[src/common/sfs_cfg.svh]
`ifndef SFS_CFG_SVH
`define SFS_CFG_SVH
`define SFS_CLK_HZ        20000000
`define SFS_SC_FILT_MS    4
`define SFS_RST_DLY_US    1000
`define SFS_BLANK_CYC     5'h10
`define SFS_UV_FS_LAST    3'h3
`define SFS_ADDR_STATUS   12'h000
`define SFS_ADDR_CTRL     12'h004
`define SFS_ADDR_CMD      12'h008
`define SFS_ADDR_STATE    12'h00c
`define SFS_CTRL_RST      7'h00
`define SFS_NSYNC         17
`define SFS_NSTAT         17
`define SFS_IN_BATT_UV    0
`define SFS_IN_HS_UV      1
`define SFS_IN_HS_OV      2
`define SFS_IN_PREWARN    3
`define SFS_IN_MAIN_UV    4
`define SFS_IN_MAIN_OV    5
`define SFS_IN_THIRD_OC   6
`define SFS_IN_THIRD_UV   7
`define SFS_IN_SECOND_UV  8
`define SFS_IN_BUS_UV     9
`define SFS_IN_OT_SECOND  10
`define SFS_IN_OT_THIRD   11
`define SFS_IN_OT_CAN     12
`define SFS_IN_OT_LIN     13
`define SFS_IN_OT_SW      14
`define SFS_IN_FAIL_CFG   15
`define SFS_IN_WAKE       16
`define SFS_ST_BATT_UV    0
`define SFS_ST_HS_UV      1
`define SFS_ST_HS_OV      2
`define SFS_ST_PREWARN    3
`define SFS_ST_MAIN_UV    4
`define SFS_ST_UV_FS      5
`define SFS_ST_MAIN_OV    6
`define SFS_ST_MAIN_SC    7
`define SFS_ST_FAILURE    8
`define SFS_ST_THIRD_OC   9
`define SFS_ST_THIRD_UV   10
`define SFS_ST_SECOND_UV  11
`define SFS_ST_BUS_UV     12
`define SFS_ST_BLOCK_OT   13
`define SFS_ST_SECOND_OT  14
`define SFS_ST_THIRD_OT   15
`define SFS_ST_SWITCH_OT  16
`define SFS_CT_KEEP_BATT  0
`define SFS_CT_OV_RST     1
`define SFS_CT_LS_STOP    2
`define SFS_CT_SECOND_ON  3
`define SFS_CT_THIRD_ON   4
`define SFS_CT_LOAD_SHARE 5
`define SFS_CT_SWITCH_ON  6
`define SFS_CMD_NORMAL    2'h1
`define SFS_CMD_STOP      2'h2
`define SFS_CMD_SLEEP     2'h3
`define SFS_CMD_SOFT_RST  4
`endif

[src/common/sfs_pkg.sv]
package sfs_pkg;
  typedef enum logic [5:0] {
    SFS_INIT     = 6'h01,
    SFS_NORMAL   = 6'h02,
    SFS_STOP     = 6'h04,
    SFS_SLEEP    = 6'h08,
    SFS_RESTART  = 6'h10,
    SFS_FAILSAFE = 6'h20
  } sfs_mode_t;

  typedef logic [16:0] sfs_stat_t;

  // set wins over clear; a held bit ignores the clear
  function automatic sfs_stat_t sfs_w1c(input sfs_stat_t cur, input sfs_stat_t set,
                                        input sfs_stat_t clr, input sfs_stat_t hold);
    sfs_w1c = set | (cur & ~(clr & ~hold));
  endfunction

  function automatic logic [4:0] sfs_blank(input logic [4:0] cnt, input logic changed,
                                           input logic [4:0] len);
    if (changed)
      sfs_blank = len;
    else if (cnt != 5'h00)
      sfs_blank = cnt - 5'h01;
    else
      sfs_blank = 5'h00;
  endfunction
endpackage

[src/common/sfs_sync_if.sv]
`timescale 1ns/1ps
`include "sfs_cfg.svh"
interface sfs_sync_if;
  logic [`SFS_NSYNC-1:0] raw;
  logic [`SFS_NSYNC-1:0] sync;
  modport src (output raw, input sync);
  modport syn (input raw, output sync);
endinterface

[src/rtl/sfs_sync.sv]
`timescale 1ns/1ps
`include "sfs_cfg.svh"
module sfs_sync
  import sfs_pkg::*;
(
  input  wire logic clk_sys_in,
  input  wire logic nrst_in,
  sfs_sync_if.syn   port_in
);
  logic [`SFS_NSYNC-1:0] meta_r;
  logic [`SFS_NSYNC-1:0] sync_r;

  // first stage feeds only the second stage
  always_ff @(posedge clk_sys_in or negedge nrst_in)
  begin
    if (!nrst_in)
    begin
      meta_r <= '0;
      sync_r <= '0;
    end
    else
    begin
      meta_r <= port_in.raw;
      sync_r <= meta_r;
    end
  end

  assign port_in.sync = sync_r;
endmodule

[src/rtl/sfs_top.sv]
// Implementation choices: the address map and the APB interface to the registers.
`timescale 1ns/1ps
`include "sfs_cfg.svh"
module sfs_top
  import sfs_pkg::*;
#(
  parameter int unsigned SC_FILT_CYC = `SFS_CLK_HZ / 1000 * `SFS_SC_FILT_MS,
  parameter int unsigned RST_DLY_CYC = `SFS_CLK_HZ / 1000000 * `SFS_RST_DLY_US
)
(
  input  wire logic        clk_sys_in,
  input  wire logic        nrst_in,
  input  wire logic        psel_in,
  input  wire logic        penable_in,
  input  wire logic        pwrite_in,
  input  wire logic [11:0] paddr_in,
  input  wire logic [31:0] pwdata_in,
  output logic      [31:0] prdata_out,
  output logic             pready_out,
  output logic             pslverr_out,
  input  wire logic [`SFS_NSYNC-1:0] monitors_in,
  output logic             reset_output_n_out,
  output logic             fail_outputs_out,
  output logic             main_reg_en_out,
  output logic             second_reg_en_out,
  output logic             third_reg_en_out,
  output logic             lin_tx_en_out,
  output logic             lin_rx_en_out,
  output logic             can_tx_en_out,
  output logic             highside_switches_en_out
);
  sfs_sync_if sync_bus ();
  assign sync_bus.raw = monitors_in;

  sfs_sync u_sync (
    .clk_sys_in (clk_sys_in),
    .nrst_in    (nrst_in),
    .port_in    (sync_bus.syn)
  );

  logic [`SFS_NSYNC-1:0] mon;
  logic [`SFS_NSYNC-1:0] mon_prev_r;
  assign mon = sync_bus.sync;

  sfs_mode_t   mode_r;
  sfs_mode_t   mode_nxt;
  sfs_stat_t   status_r;
  sfs_stat_t   st_set;
  sfs_stat_t   st_clr;
  sfs_stat_t   st_hold;
  logic [6:0]  ctrl_r;
  logic [2:0]  uv_cnt_r;
  logic [19:0] sc_cnt_r;
  logic [19:0] rd_cnt_r;
  logic [4:0]  blk2_r;
  logic [4:0]  blk3_r;
  logic        fail_r;
  logic        main_off_r;
  logic        pready_r;
  logic        pslverr_r;
  logic [31:0] prdata_r;
  logic [31:0] rd_data;
  logic        mapped;

  // bus side
  logic access;
  logic wr_fire;
  logic wr_status;
  logic wr_ctrl;
  logic wr_cmd;
  assign access    = psel_in & penable_in;
  assign wr_fire   = access & pready_r & pwrite_in;
  assign wr_status = wr_fire & (paddr_in == `SFS_ADDR_STATUS);
  assign wr_ctrl   = wr_fire & (paddr_in == `SFS_ADDR_CTRL);
  assign wr_cmd    = wr_fire & (paddr_in == `SFS_ADDR_CMD);

  // monitor decode
  logic batt_uv;
  logic main_uv;
  logic ot_second;
  logic ot_third;
  logic ot_can;
  logic ot_lin;
  logic ot_sw;
  logic standalone;
  logic is_sleep;
  logic is_active3;
  logic uv_ev;
  logic cnt_inc;
  logic uv_fs_ev;
  logic ov_ev;
  logic ov_rst_ev;
  logic ov_fs_ev;
  logic sc_run;
  logic sc_ev;
  logic rd_done;
  logic soft_rst;
  logic fs_enter;
  logic [1:0] cmd;
  assign batt_uv    = mon[`SFS_IN_BATT_UV];
  assign main_uv    = mon[`SFS_IN_MAIN_UV];
  assign ot_second  = mon[`SFS_IN_OT_SECOND];
  assign ot_third   = mon[`SFS_IN_OT_THIRD];
  assign ot_can     = mon[`SFS_IN_OT_CAN];
  assign ot_lin     = mon[`SFS_IN_OT_LIN];
  assign ot_sw      = mon[`SFS_IN_OT_SW];
  assign standalone = ~ctrl_r[`SFS_CT_LOAD_SHARE];
  assign is_sleep   = (mode_r == SFS_SLEEP);
  assign is_active3 = (mode_r == SFS_INIT) | (mode_r == SFS_NORMAL) | (mode_r == SFS_STOP);
  assign cmd        = pwdata_in[1:0];
  assign soft_rst   = wr_cmd & pwdata_in[`SFS_CMD_SOFT_RST];

  // main low only counts as an event where the regulator is expected up
  assign uv_ev    = main_uv & ~mon_prev_r[`SFS_IN_MAIN_UV] & ~is_sleep
                  & (mode_r != SFS_FAILSAFE);
  assign cnt_inc  = uv_ev & is_active3 & ~((mode_r == SFS_NORMAL) & batt_uv);
  assign uv_fs_ev = cnt_inc & (uv_cnt_r == `SFS_UV_FS_LAST);
  assign ov_ev    = mon[`SFS_IN_MAIN_OV] & ~mon_prev_r[`SFS_IN_MAIN_OV]
                  & ((mode_r == SFS_INIT) | (mode_r == SFS_NORMAL));
  assign ov_rst_ev = ov_ev & ctrl_r[`SFS_CT_OV_RST] & mon[`SFS_IN_FAIL_CFG];
  assign ov_fs_ev  = ov_ev & ctrl_r[`SFS_CT_OV_RST] & ~mon[`SFS_IN_FAIL_CFG];
  // battery low disarms the short filter
  assign sc_run   = main_uv & ~batt_uv & ~main_off_r & ~is_sleep
                  & (mode_r != SFS_FAILSAFE);
  assign sc_ev    = sc_run & (sc_cnt_r == 20'(SC_FILT_CYC - 1));
  assign rd_done  = (mode_r == SFS_RESTART) & ~main_uv & (rd_cnt_r == 20'(RST_DLY_CYC - 1));
  assign fs_enter = sc_ev | uv_fs_ev | ov_fs_ev;

  always_comb
  begin
    mode_nxt = mode_r;
    if (fs_enter)
      mode_nxt = SFS_FAILSAFE;
    else if ((uv_ev & is_active3) | ov_rst_ev)
      mode_nxt = SFS_RESTART;
    else
    begin
      case (mode_r)
        SFS_INIT, SFS_NORMAL, SFS_STOP:
        begin
          if (wr_cmd & (cmd == `SFS_CMD_NORMAL))
            mode_nxt = SFS_NORMAL;
          else if (wr_cmd & (cmd == `SFS_CMD_STOP))
            mode_nxt = SFS_STOP;
          else if (wr_cmd & (cmd == `SFS_CMD_SLEEP))
            mode_nxt = SFS_SLEEP;
        end
        SFS_RESTART:
          if (rd_done)
            mode_nxt = SFS_NORMAL;
        SFS_SLEEP, SFS_FAILSAFE:
          if (mon[`SFS_IN_WAKE])
            mode_nxt = SFS_RESTART;
        default:
          mode_nxt = SFS_INIT;
      endcase
    end
  end

  always_ff @(posedge clk_sys_in or negedge nrst_in)
  begin
    if (!nrst_in)
    begin
      mode_r     <= SFS_INIT;
      mon_prev_r <= '0;
    end
    else
    begin
      mode_r     <= mode_nxt;
      mon_prev_r <= mon;
    end
  end

  // short filter and reset delay
  always_ff @(posedge clk_sys_in or negedge nrst_in)
  begin
    if (!nrst_in)
    begin
      sc_cnt_r <= 20'h00000;
      rd_cnt_r <= 20'h00000;
    end
    else
    begin
      sc_cnt_r <= (sc_run & ~sc_ev) ? sc_cnt_r + 20'h00001 : 20'h00000;
      rd_cnt_r <= ((mode_r == SFS_RESTART) & ~main_uv & ~rd_done) ?
                  rd_cnt_r + 20'h00001 : 20'h00000;
    end
  end

  // consecutive low counter
  always_ff @(posedge clk_sys_in or negedge nrst_in)
  begin
    if (!nrst_in)
      uv_cnt_r <= 3'h0;
    else if (fs_enter | soft_rst)
      uv_cnt_r <= 3'h0;
    else if (cnt_inc)
      uv_cnt_r <= uv_cnt_r + 3'h1;
    else if (wr_status & pwdata_in[`SFS_ST_MAIN_UV] & status_r[`SFS_ST_MAIN_UV])
      uv_cnt_r <= 3'h0;
  end

  // main regulator off after a short, back on with the wake
  always_ff @(posedge clk_sys_in or negedge nrst_in)
  begin
    if (!nrst_in)
      main_off_r <= 1'b0;
    else if (sc_ev)
      main_off_r <= 1'b1;
    else if ((mode_r == SFS_FAILSAFE) & mon[`SFS_IN_WAKE])
      main_off_r <= 1'b0;
  end

  // fail outputs stay on until software acknowledges in normal mode
  always_ff @(posedge clk_sys_in or negedge nrst_in)
  begin
    if (!nrst_in)
      fail_r <= 1'b0;
    else if (fs_enter | ov_rst_ev)
      fail_r <= 1'b1;
    else if (wr_status & pwdata_in[`SFS_ST_FAILURE] & (mode_r == SFS_NORMAL))
      fail_r <= 1'b0;
  end

  // switch-on blanking for the regulator low comparators
  always_ff @(posedge clk_sys_in or negedge nrst_in)
  begin
    if (!nrst_in)
    begin
      blk2_r <= 5'h00;
      blk3_r <= 5'h00;
    end
    else
    begin
      blk2_r <= sfs_blank(blk2_r, second_reg_en_out ^ ctrl_r[`SFS_CT_SECOND_ON],
                          `SFS_BLANK_CYC);
      blk3_r <= sfs_blank(blk3_r, third_reg_en_out ^ ctrl_r[`SFS_CT_THIRD_ON],
                          `SFS_BLANK_CYC);
    end
  end

  // control register; hardware clears win over software writes
  always_ff @(posedge clk_sys_in or negedge nrst_in)
  begin
    if (!nrst_in)
      ctrl_r <= `SFS_CTRL_RST;
    else
    begin
      if (wr_ctrl)
        ctrl_r <= pwdata_in[6:0];
      if (ov_rst_ev)
        ctrl_r[`SFS_CT_OV_RST] <= 1'b0;
      if (ot_second & ctrl_r[`SFS_CT_SECOND_ON])
        ctrl_r[`SFS_CT_SECOND_ON] <= 1'b0;
      if (ot_third & standalone & ctrl_r[`SFS_CT_THIRD_ON])
        ctrl_r[`SFS_CT_THIRD_ON] <= 1'b0;
      if (ot_sw & ctrl_r[`SFS_CT_SWITCH_ON])
        ctrl_r[`SFS_CT_SWITCH_ON] <= 1'b0;
    end
  end

  // status flags
  always_comb
  begin
    st_set  = '0;
    st_hold = '0;
    st_set[`SFS_ST_BATT_UV]   = batt_uv;
    st_hold[`SFS_ST_BATT_UV]  = batt_uv;
    st_set[`SFS_ST_HS_UV]     = mon[`SFS_IN_HS_UV];
    st_hold[`SFS_ST_HS_UV]    = mon[`SFS_IN_HS_UV];
    st_set[`SFS_ST_HS_OV]     = mon[`SFS_IN_HS_OV];
    st_hold[`SFS_ST_HS_OV]    = mon[`SFS_IN_HS_OV];
    st_set[`SFS_ST_PREWARN]   = mon[`SFS_IN_PREWARN] & ~is_sleep;
    st_set[`SFS_ST_MAIN_UV]   = uv_ev;
    st_set[`SFS_ST_UV_FS]     = uv_fs_ev;
    st_set[`SFS_ST_MAIN_OV]   = ov_ev;
    st_set[`SFS_ST_MAIN_SC]   = sc_ev;
    st_set[`SFS_ST_FAILURE]   = fs_enter | ov_rst_ev;
    st_hold[`SFS_ST_FAILURE]  = (mode_r != SFS_NORMAL);
    st_set[`SFS_ST_THIRD_OC]  = standalone & ctrl_r[`SFS_CT_THIRD_ON]
                              & mon[`SFS_IN_THIRD_OC];
    st_set[`SFS_ST_THIRD_UV]  = standalone & third_reg_en_out & (blk3_r == 5'h00)
                              & mon[`SFS_IN_THIRD_UV];
    st_set[`SFS_ST_SECOND_UV] = second_reg_en_out & (blk2_r == 5'h00)
                              & mon[`SFS_IN_SECOND_UV];
    st_set[`SFS_ST_BUS_UV]    = mon[`SFS_IN_BUS_UV];
    st_set[`SFS_ST_BLOCK_OT]  = (ot_second & ctrl_r[`SFS_CT_SECOND_ON]) | ot_can | ot_lin
                              | (ot_sw & ctrl_r[`SFS_CT_SWITCH_ON]);
    st_hold[`SFS_ST_BLOCK_OT] = ot_second | ot_can | ot_lin | ot_sw;
    st_set[`SFS_ST_SECOND_OT] = ot_second & ctrl_r[`SFS_CT_SECOND_ON];
    st_hold[`SFS_ST_SECOND_OT] = ot_second;
    st_set[`SFS_ST_THIRD_OT]  = ot_third & ctrl_r[`SFS_CT_THIRD_ON];
    st_hold[`SFS_ST_THIRD_OT] = ot_third;
    st_set[`SFS_ST_SWITCH_OT] = ot_sw & ctrl_r[`SFS_CT_SWITCH_ON];
    st_hold[`SFS_ST_SWITCH_OT] = ot_sw;
    st_clr  = wr_status ? pwdata_in[16:0] : '0;
  end

  always_ff @(posedge clk_sys_in or negedge nrst_in)
  begin
    if (!nrst_in)
      status_r <= '0;
    else
      status_r <= sfs_w1c(status_r, st_set, st_clr, st_hold);
  end

  // pin drivers, all registered
  always_ff @(posedge clk_sys_in or negedge nrst_in)
  begin
    if (!nrst_in)
    begin
      reset_output_n_out       <= 1'b0;
      main_reg_en_out          <= 1'b0;
      second_reg_en_out        <= 1'b0;
      third_reg_en_out         <= 1'b0;
      lin_tx_en_out            <= 1'b0;
      lin_rx_en_out            <= 1'b0;
      can_tx_en_out            <= 1'b0;
      highside_switches_en_out <= 1'b0;
    end
    else
    begin
      reset_output_n_out       <= is_active3 & ~(uv_ev & is_active3);
      main_reg_en_out          <= ~is_sleep & ~main_off_r & ~sc_ev;
      second_reg_en_out        <= ctrl_r[`SFS_CT_SECOND_ON] & ~ot_second;
      // same pin drives the pass transistor in either configuration
      third_reg_en_out         <= ctrl_r[`SFS_CT_THIRD_ON] & ~ot_third
                                & ~(batt_uv & ~ctrl_r[`SFS_CT_KEEP_BATT])
                                & ~(~standalone & (mode_r == SFS_STOP)
                                    & ~ctrl_r[`SFS_CT_LS_STOP]);
      lin_tx_en_out            <= ~mon[`SFS_IN_HS_UV] & ~ot_lin;
      lin_rx_en_out            <= ~mon[`SFS_IN_HS_UV];
      can_tx_en_out            <= ~ot_can;
      highside_switches_en_out <= ctrl_r[`SFS_CT_SWITCH_ON] & ~ot_sw;
    end
  end

  assign fail_outputs_out = fail_r;

  // read mux
  always_comb
  begin
    rd_data = 32'h0000_0000;
    mapped  = 1'b1;
    case (paddr_in)
      `SFS_ADDR_STATUS: rd_data[16:0] = status_r;
      `SFS_ADDR_CTRL:   rd_data[6:0]  = ctrl_r;
      `SFS_ADDR_CMD:    rd_data       = 32'h0000_0000;
      `SFS_ADDR_STATE:
      begin
        rd_data[5:0]   = mode_r;
        rd_data[10:8]  = uv_cnt_r;
        rd_data[13:12] = ot_lin ? 2'h1 : 2'h0;
      end
      default:          mapped = 1'b0;
    endcase
  end

  // one wait state: ready rises the cycle after the access phase opens
  always_ff @(posedge clk_sys_in or negedge nrst_in)
  begin
    if (!nrst_in)
    begin
      pready_r  <= 1'b0;
      pslverr_r <= 1'b0;
      prdata_r  <= 32'h0000_0000;
    end
    else
    begin
      pready_r  <= access & ~pready_r;
      pslverr_r <= access & ~pready_r & ~mapped;
      prdata_r  <= (access & ~pready_r & ~pwrite_in) ? rd_data : 32'h0000_0000;
    end
  end

  assign pready_out  = pready_r;
  assign pslverr_out = pslverr_r;
  assign prdata_out  = prdata_r;
endmodule

[config.mk]
export PLATFORM = sky130hd
export DESIGN_NAME = sfs_top
export DESIGN_NICKNAME = d
export VERILOG_FILES = /design/src/common/sfs_pkg.sv /design/src/common/sfs_sync_if.sv /design/src/rtl/sfs_sync.sv /design/src/rtl/sfs_top.sv
export VERILOG_INCLUDE_DIRS = /design/src /design/src/common
export SDC_FILE = /design/constraint.sdc
export NUM_CORES = 1
export LEC_CHECK = 0
export ABC_AREA = 0
export ABC_CLOCK_PERIOD_IN_PS = 2500
export BUFFER_PORTS_ARGS = -buffer_cell sky130_fd_sc_hd__buf_2
export CORE_MARGIN = 3
export CORE_UTILIZATION = 45
export CTS_BUF_LIST = sky130_fd_sc_hd__clkbuf_4 sky130_fd_sc_hd__clkbuf_8 sky130_fd_sc_hd__clkbuf_16
export CTS_CLUSTER_SIZE = 10
export DETAILED_ROUTE_END_ITERATION = 7
export PLACE_DENSITY = 0.66
export SETUP_SLACK_MARGIN = 0.5
export SLEW_MARGIN = 10
export SYNTH_ARGS = -nofsm -noshare
export SYNTH_HDL_FRONTEND = slang
export SYNTH_SLANG_ARGS = --single-unit
export TNS_END_PERCENT = 20
[constraint.sdc]
create_clock -name clk_sys_in -period 2.5 [get_ports clk_sys_in]
set_input_delay 0.25 -clock clk_sys_in [delete_from_list [all_inputs] [get_ports clk_sys_in]]
set_output_delay 0.25 -clock clk_sys_in [all_outputs]
set_load 0.05 [all_outputs]
==> Word level (Yosys, flattened, before mapping) <==
Cells that the tools add are included.
{ "word_totals": {"reg_bits": 152, "out_inout_bits": 43, "n_memories": 0, "latch_bits": 0, "wordCells": 215, "ram_bits": 0, "mem_bits_ro": 0} }
{ "classes": {"div": 0, "mul": 0, "n_shift": 0, "n_addsub": 5, "n_lt_le_gt_ge": 0, "eq_ne": 20, "muxes": 37, "reduce_logical": 16, "bitwise_logic": 109} }
{ "op_table": {"columns": ["operator", "count"], "rows": [
  ["$and A1 B1 Y1", 64],
  ["$mux W6", 7],
  ["$add A20 B1 Y20 const B", 2],
  ["$mux W20", 2],
  ["$pmux W6 S3", 2],
  ["$and A17 B17 Y17", 2],
  ["$mux W17", 2],
  ["$not A17 Y17", 2],
  ["$not A1 Y1", 25],
  ["$eq A12 B4 Y1 const B", 2],
  ["$eq A20 B15 Y1 const B", 1],
  ["$eq A20 B17 Y1 const B", 1],
  ["$mux W5", 4],
  ["$or A17 B17 Y17", 1],
  ["$or A1 B1 Y1", 13],
  ["$eq A12 B3 Y1 const B", 1],
  ["$logic_not A12 Y1", 1],
  ["$mux W1", 12],
  ["$mux W3", 4],
  ["$ne A6 B6 Y1 const B", 2],
  ["$reduce_bool A2 Y1", 6],
  ["$logic_not A5 Y1", 2],
  ["$reduce_bool A5 Y1", 2],
  ["$sub A5 B1 Y5 const B", 2],
  ["22 further kinds", 25]
]} }

==> Depth between registers and ports, before layout <==
{ "depth": {"depth_word": 11, "depth_mapped": 8, "ltp_nobuf": 6} }

==> Modules after synthesis <==
A second synthesis with hierarchy kept.
{ "unflattened": {"hier_cells": 561, "area_unflattened_um2": 6170.9} }
{ "modules_own_cells": {"columns": ["module", "instances", "cells_per_inst", "area_each_um2"], "rows": [
  ["sfs_top", 1, 527, 5320.1],
  ["sfs_sync", 1, 34, 850.8]
]} }

==> Worst setup path before layout <==
Ideal clock, no wire load.
{ "synth_path": {"kind": "register to register", "from": "register mode_r[0]", "to": "register mode_r[2]", "period_less_slack_ns": 1.981, "t_required_ns": 2.368, "setup_ns": 0.132, "stages_incl_launch_ff": 8, "path_buffers": 2, "arrival_time_ns": 1.849, "path_slack_ns": 0.519, "cell_sequence": "dfstp_2 -> buf_2 -> nor4_4 -> a2111o_1 -> or3_1 -> buf_2 -> nand3_2 -> o22ai_1"} }
{ "synth_via": {"elab_chain_cells": 11, "elab_cells_between_ends": 38} }
{ "synth_lines": {"columns": ["item", "line", "source"], "rows": [
  ["from (decl)", "sfs_top.sv:45", "sfs_mode_t mode_r;"],
  ["from (signal assigned)", "sfs_top.sv:169", "mode_r <= mode_nxt;"],
  ["$eq A6 B4 Y1", "sfs_top.sv:108, sfs_top.sv:138", null],
  ["$not A1 Y1", "sfs_top.sv:114, sfs_top.sv:123", null],
  ["$and A1 B1 Y1 (2 in a row)", "sfs_top.sv:114", "assign uv_ev = main_uv & ~mon_prev_r[`SFS_IN_MAIN_UV] & ~is_sleep"],
  ["$and A1 B1 Y1", "sfs_top.sv:116, sfs_top.sv:134", null],
  ["$and A1 B1 Y1", "sfs_top.sv:116", "assign cnt_inc = uv_ev & is_active3 & ~((mode_r == SFS_NORMAL) & batt_uv);"],
  ["$and A1 B1 Y1", "sfs_top.sv:117", "assign uv_fs_ev = cnt_inc & (uv_cnt_r == `SFS_UV_FS_LAST);"],
  ["$or A1 B1 Y1 (2 in a row)", "sfs_top.sv:127", "assign fs_enter = sc_ev | uv_fs_ev | ov_fs_ev;"],
  ["$ne A6 B6 Y1 (no line) / $ne A4 B3 Y1 (equally long branches)", null, null],
  ["$reduce_and A3 Y1 (no line)", null, null]
]} }
Several ways; a longest one is shown, not always the timed one.
A chain may end at the register's enable or synchronous reset.

==> Final worst setup path <==
{ "layout_path": {"from": "register mode_r[0]", "to": "register fail_r (netlist: fail_outputs_out)"} }
{ "layout_via": {"elab_chain_cells": 11, "elab_cells_between_ends": 28} }
{ "layout_lines": {"columns": ["item", "line", "source"], "rows": [
  ["$eq A6 B4 Y1", "sfs_top.sv:108", "assign is_sleep = (mode_r == SFS_SLEEP);"],
  ["$not A1 Y1", "sfs_top.sv:114, sfs_top.sv:123", null],
  ["$and A1 B1 Y1 (2 in a row)", "sfs_top.sv:114", null],
  ["$and A1 B1 Y1 (2 in a row)", "sfs_top.sv:116", null],
  ["$and A1 B1 Y1", "sfs_top.sv:117", null],
  ["$or A1 B1 Y1 (2 in a row)", "sfs_top.sv:127", null],
  ["$or A1 B1 Y1", "sfs_top.sv:219", "else if (fs_enter | ov_rst_ev)"],
  ["$mux W1 / $reduce_bool A2 Y1 (equally long branches)", null, null],
  ["to (signal assigned)", "sfs_top.sv:218", "fail_r <= 1'b0;"],
  ["to (signal assigned)", "sfs_top.sv:220", "fail_r <= 1'b1;"],
  ["to (signal assigned)", "sfs_top.sv:222", "fail_r <= 1'b0;"],
  ["to (decl)", "sfs_top.sv:57", "logic fail_r;"]
]} }
Several ways; a longest one is shown, not always the timed one.

==> impl_metrics.tcl <==
set metrics [dict create \
    status "finished clean" \
    ios 109 \
    pwr-share-comb_pct 17.3 \
    synth_edf_count 0 \
    synthDistinctLibCells 58 \
    p_leak_nw 3.57 \
    rows 42 \
    grt_pass1_vias 4668 \
    grt-ovfl-total 0 \
    drt_iter0_markers 312 \
    ys_warn_count 0 \
    setup_viol 0 \
    drt-total-wl_um 13500 \
    grt_max_degree 57 \
    finish.instance_area_um2 7740 \
    setup.worst_path.start_class "register" \
    tightestPinTransition_ps 833 \
    final_antenna_net_count 0 \
    port_buffers 78 \
    avgSynthCellArea_um2 10.9 \
    reg2reg_depth 5 \
    die_area_um2 15400 \
    start_util_pct 46.7 \
    grt_use_total_pct 18.6 \
    fmax_mhz 489 \
    area_growth_pct 23.0 \
    powerDensity_nw_per_um2 868 \
    min_path_cells 2 \
    post-route-period-util_pct 81.8 \
    critPathArrivalTime_ps 2400 \
    cts_buffers 17 \
    grt_pass1_wl_um 23200 \
    ir_drop_mv 0.488 \
    power_frac_clock_pct 41.1 \
    firstDrtPassIters 5 \
    synth_top_area_share_pct 58.5 \
    synthTopCellsByArea "dfrtp_1, nor2_1, nand2_1" \
    seqPwrFrac_pct 41.6 \
    place.gp.congestion 0.861 \
    vias_per_cell 5.29 \
    clk_pin_slew_ps 60 \
    via_count 4620 \
    max_stage_delay_ps 640 \
    synth_seq_area_share_pct 58.9 \
    internal_power_w 0.00487 \
    wl_per_cell_um 15.5 \
    insertion_delay_ps 420 \
    crit_cells 5 \
    cp_top_family "compound AO/OA/AOI/OAI gates" \
    slowest_stage "dfstp_2" \
    crit_buf_inv 0 \
    rsz0062_at_grt "yes" \
    hold_path_class "input port to register" \
    ys_ff_latch 148 \
    num_antenna_cells 0 \
    drc 0 \
    drv_slew 0 \
    switching_share_pct 27.5 \
    clk_path_buf_depth 2 \
    synth_area_um2 6290 \
    dp_hpwl_um 9600 \
    drive_gt1_share_pct 21.3 \
    hold_viol 0 \
    antenna_found_initial 0 \
    htreeDepth 4 \
    end_kind "register" \
    p_switching_w 0.00184 \
    worstPathRequired_ps 2850 \
    ys.flop_type "dfrtp_1" \
    placed_area_um2 6840 \
    fin_tns_setup_ps 0 \
    path_class "register to register" \
    crit_chain "nor4_4 > a2111o_1 > or3_4 > o211ai_1 > a21o_1" \
    cts.sinks 148 \
    yosys.area.top_type "dfrtp_1" \
    clock-root-buffer "clkbuf_16" \
    relSlewSlack_pct 44.0 \
    pre_cts_slack_ps 139 \
    dieWidth_um 124 \
    die_y_um 124 \
    min_period_ps 2040 \
    nets 759 \
    final.setup_skew_ps 11.4 \
    drv_cap 0 \
    cp_max_fo 7 \
    synthCells 579 \
    fin_ws_ps 456 \
    async_reset_ff_share_pct 100 \
    core_um2 13500 \
    cts_tree "built" \
]
-- worst register-to-register path: cells and delay by family, from the launching register on --
kind | cells | cell delay, ps
simple gates | 2 | 560
flops | 1 | 640
compound gates | 3 | 780
-- power by group through the flow --
| stage | registers (W) | logic [W] | clock network, W |
|---|---|---|---|
| 2_1_floorplan | 0.00280 | 0.000799 | 0 |
| 3_3_place_gp | 0.00282 | 0.00103 | 0 |
| 3_5_place_dp | 0.00283 | 0.00107 | 0 |
| 4_1_cts | 0.00279 | 0.00111 | 0.00281 |
| 5_1_grt | 0.00282 | 0.00131 | 0.00294 |
| 6_report | 0.00279 | 0.00116 | 0.00276 |
-- repair_timing --
| item | CTS | global route |
|---|---|---|
| resized for setup | 1 | 14 |
| buffers inserted | 0 | 3 |
| pin swaps | 0 | 6 |
| endpoints found under the hold margin | 66 | 0 |
| hold buffers | 18 | 0 |
| setup endpoints to repair | 51 | 51 |
-- layer usage --
| metal | track usage, % | share of wire (%) | vias to the layer above | wire length [um] |
|---|---|---|---|---|
| li1 | - | - | 2180 | - |
| met1 | 24.9 | 45 | 2288 | 6150 |
| met2 | 29.3 | 47 | 131 | 6430 |
| met3 | 4.73 | 5.3 | 21 | 719 |
| met4 | 7.03 | 1.9 | 0 | 254 |
| met5 | 0 | 0 | - | 0 |
-- registers in the layout, indices dropped and copies added (netlist names) --
register / flops
rd_cnt_r: 20
sc_cnt_r: 20
prdata_out: 17
status_r: 17
u_sync.meta_r: 17
u_sync.port_in.sync: 17
ctrl_r: 7
mode_r: 6
blk2_r: 5
blk3_r: 5
uv_cnt_r: 3
mon_prev_r: 2
can_tx_en_out: 1
fail_outputs_out: 1
highside_switches_en_out: 1
lin_rx_en_out: 1
lin_tx_en_out: 1
main_off_r: 1
main_reg_en_out: 1
pready_out: 1
pslverr_out: 1
reset_output_n_out: 1
second_reg_en_out: 1
third_reg_en_out: 1
-- cell usage in the layout, fill, tap and decap left out, types with 17 or more instances in the layout --
master	n
clkbuf_16	17
xnor2_1	24
nand2_1	55
xor2_1	19
buf_2	77
dfrtp_1	142
dlygate4sd3_1	18
nor2_1	74
inv_1	23
nand3_1	20
nand4_1	19
-- synth_stat cells (9+ instances only) --
cell type / instances
o21ai_0: 14
inv_1: 23
nand2_1: 56
and3_1: 10
nor3_1: 10
nor2_1: 74
buf_4: 16
xor2_1: 19
a21oi_1: 13
nor4_1: 11
dfrtp_1: 147
nand4_1: 19
xnor2_1: 24
clkbuf_1: 9
nand3_1: 21
-- cell families after synthesis --
family | after synthesis | share of synthesized area, %
simple gates | 241 | 19.3
other cells | 1 | 0.0596
mux | 10 | 1.71
buf+inv | 56 | 4.54
flops | 148 | 58.9
compound gates | 74 | 8.32
fa+ha+maj | 6 | 1.19
xor+xnor | 43 | 5.99
-- through the flow --
stage          hold WS, ps  utilization, %  power (W)  cells
3_3_place_gp           215            50.8    0.00385    823
6_report              31.9            57.5    0.00671    874
5_1_grt               32.5            57.5    0.00707    874
4_1_cts               10.9            57.0    0.00671    871
2_1_floorplan        -45.6               -    0.00360    593
3_5_place_dp           221            50.8    0.00390    823
-- final timing paths --
| path | from | endpoint | slack [ps] |
|---|---|---|---|
| max in group asynchronous | nrst_in | mode_r[0]$_DFFE_PN1P_ | 1460 |
| worst max register to register | mode_r[0]$_DFFE_PN1P_ | fail_outputs_out$_DFFE_PN0P_ | 460 |
| worst min-delay path | pwdata_in[14] | status_r[14]$_DFF_PN0_ | 30 |
| worst max-delay path | mode_r[0]$_DFFE_PN1P_ | fail_outputs_out$_DFFE_PN0P_ | 460 |
| worst min register to register | u_sync.meta_r[5]$_DFF_PN0_ | u_sync.port_in.sync[5]$_DFF_PN0_ | 350 |
| min in group asynchronous | nrst_in | can_tx_en_out$_DFF_PN0_ | 340 |
-- cell type report --
type | count | area, um^2
Tap cell | 176 | 220
Clock buffer | 18 | 439
Fill cell | 1131 | 5720
Multi-Input combinational cell | 389 | 2400
Inverter | 23 | 86.3
Timing Repair Buffer | 108 | 679
Sequential cell | 148 | 3710
Clock inverter | 12 | 203
Power figures use the tool's default switching activity.
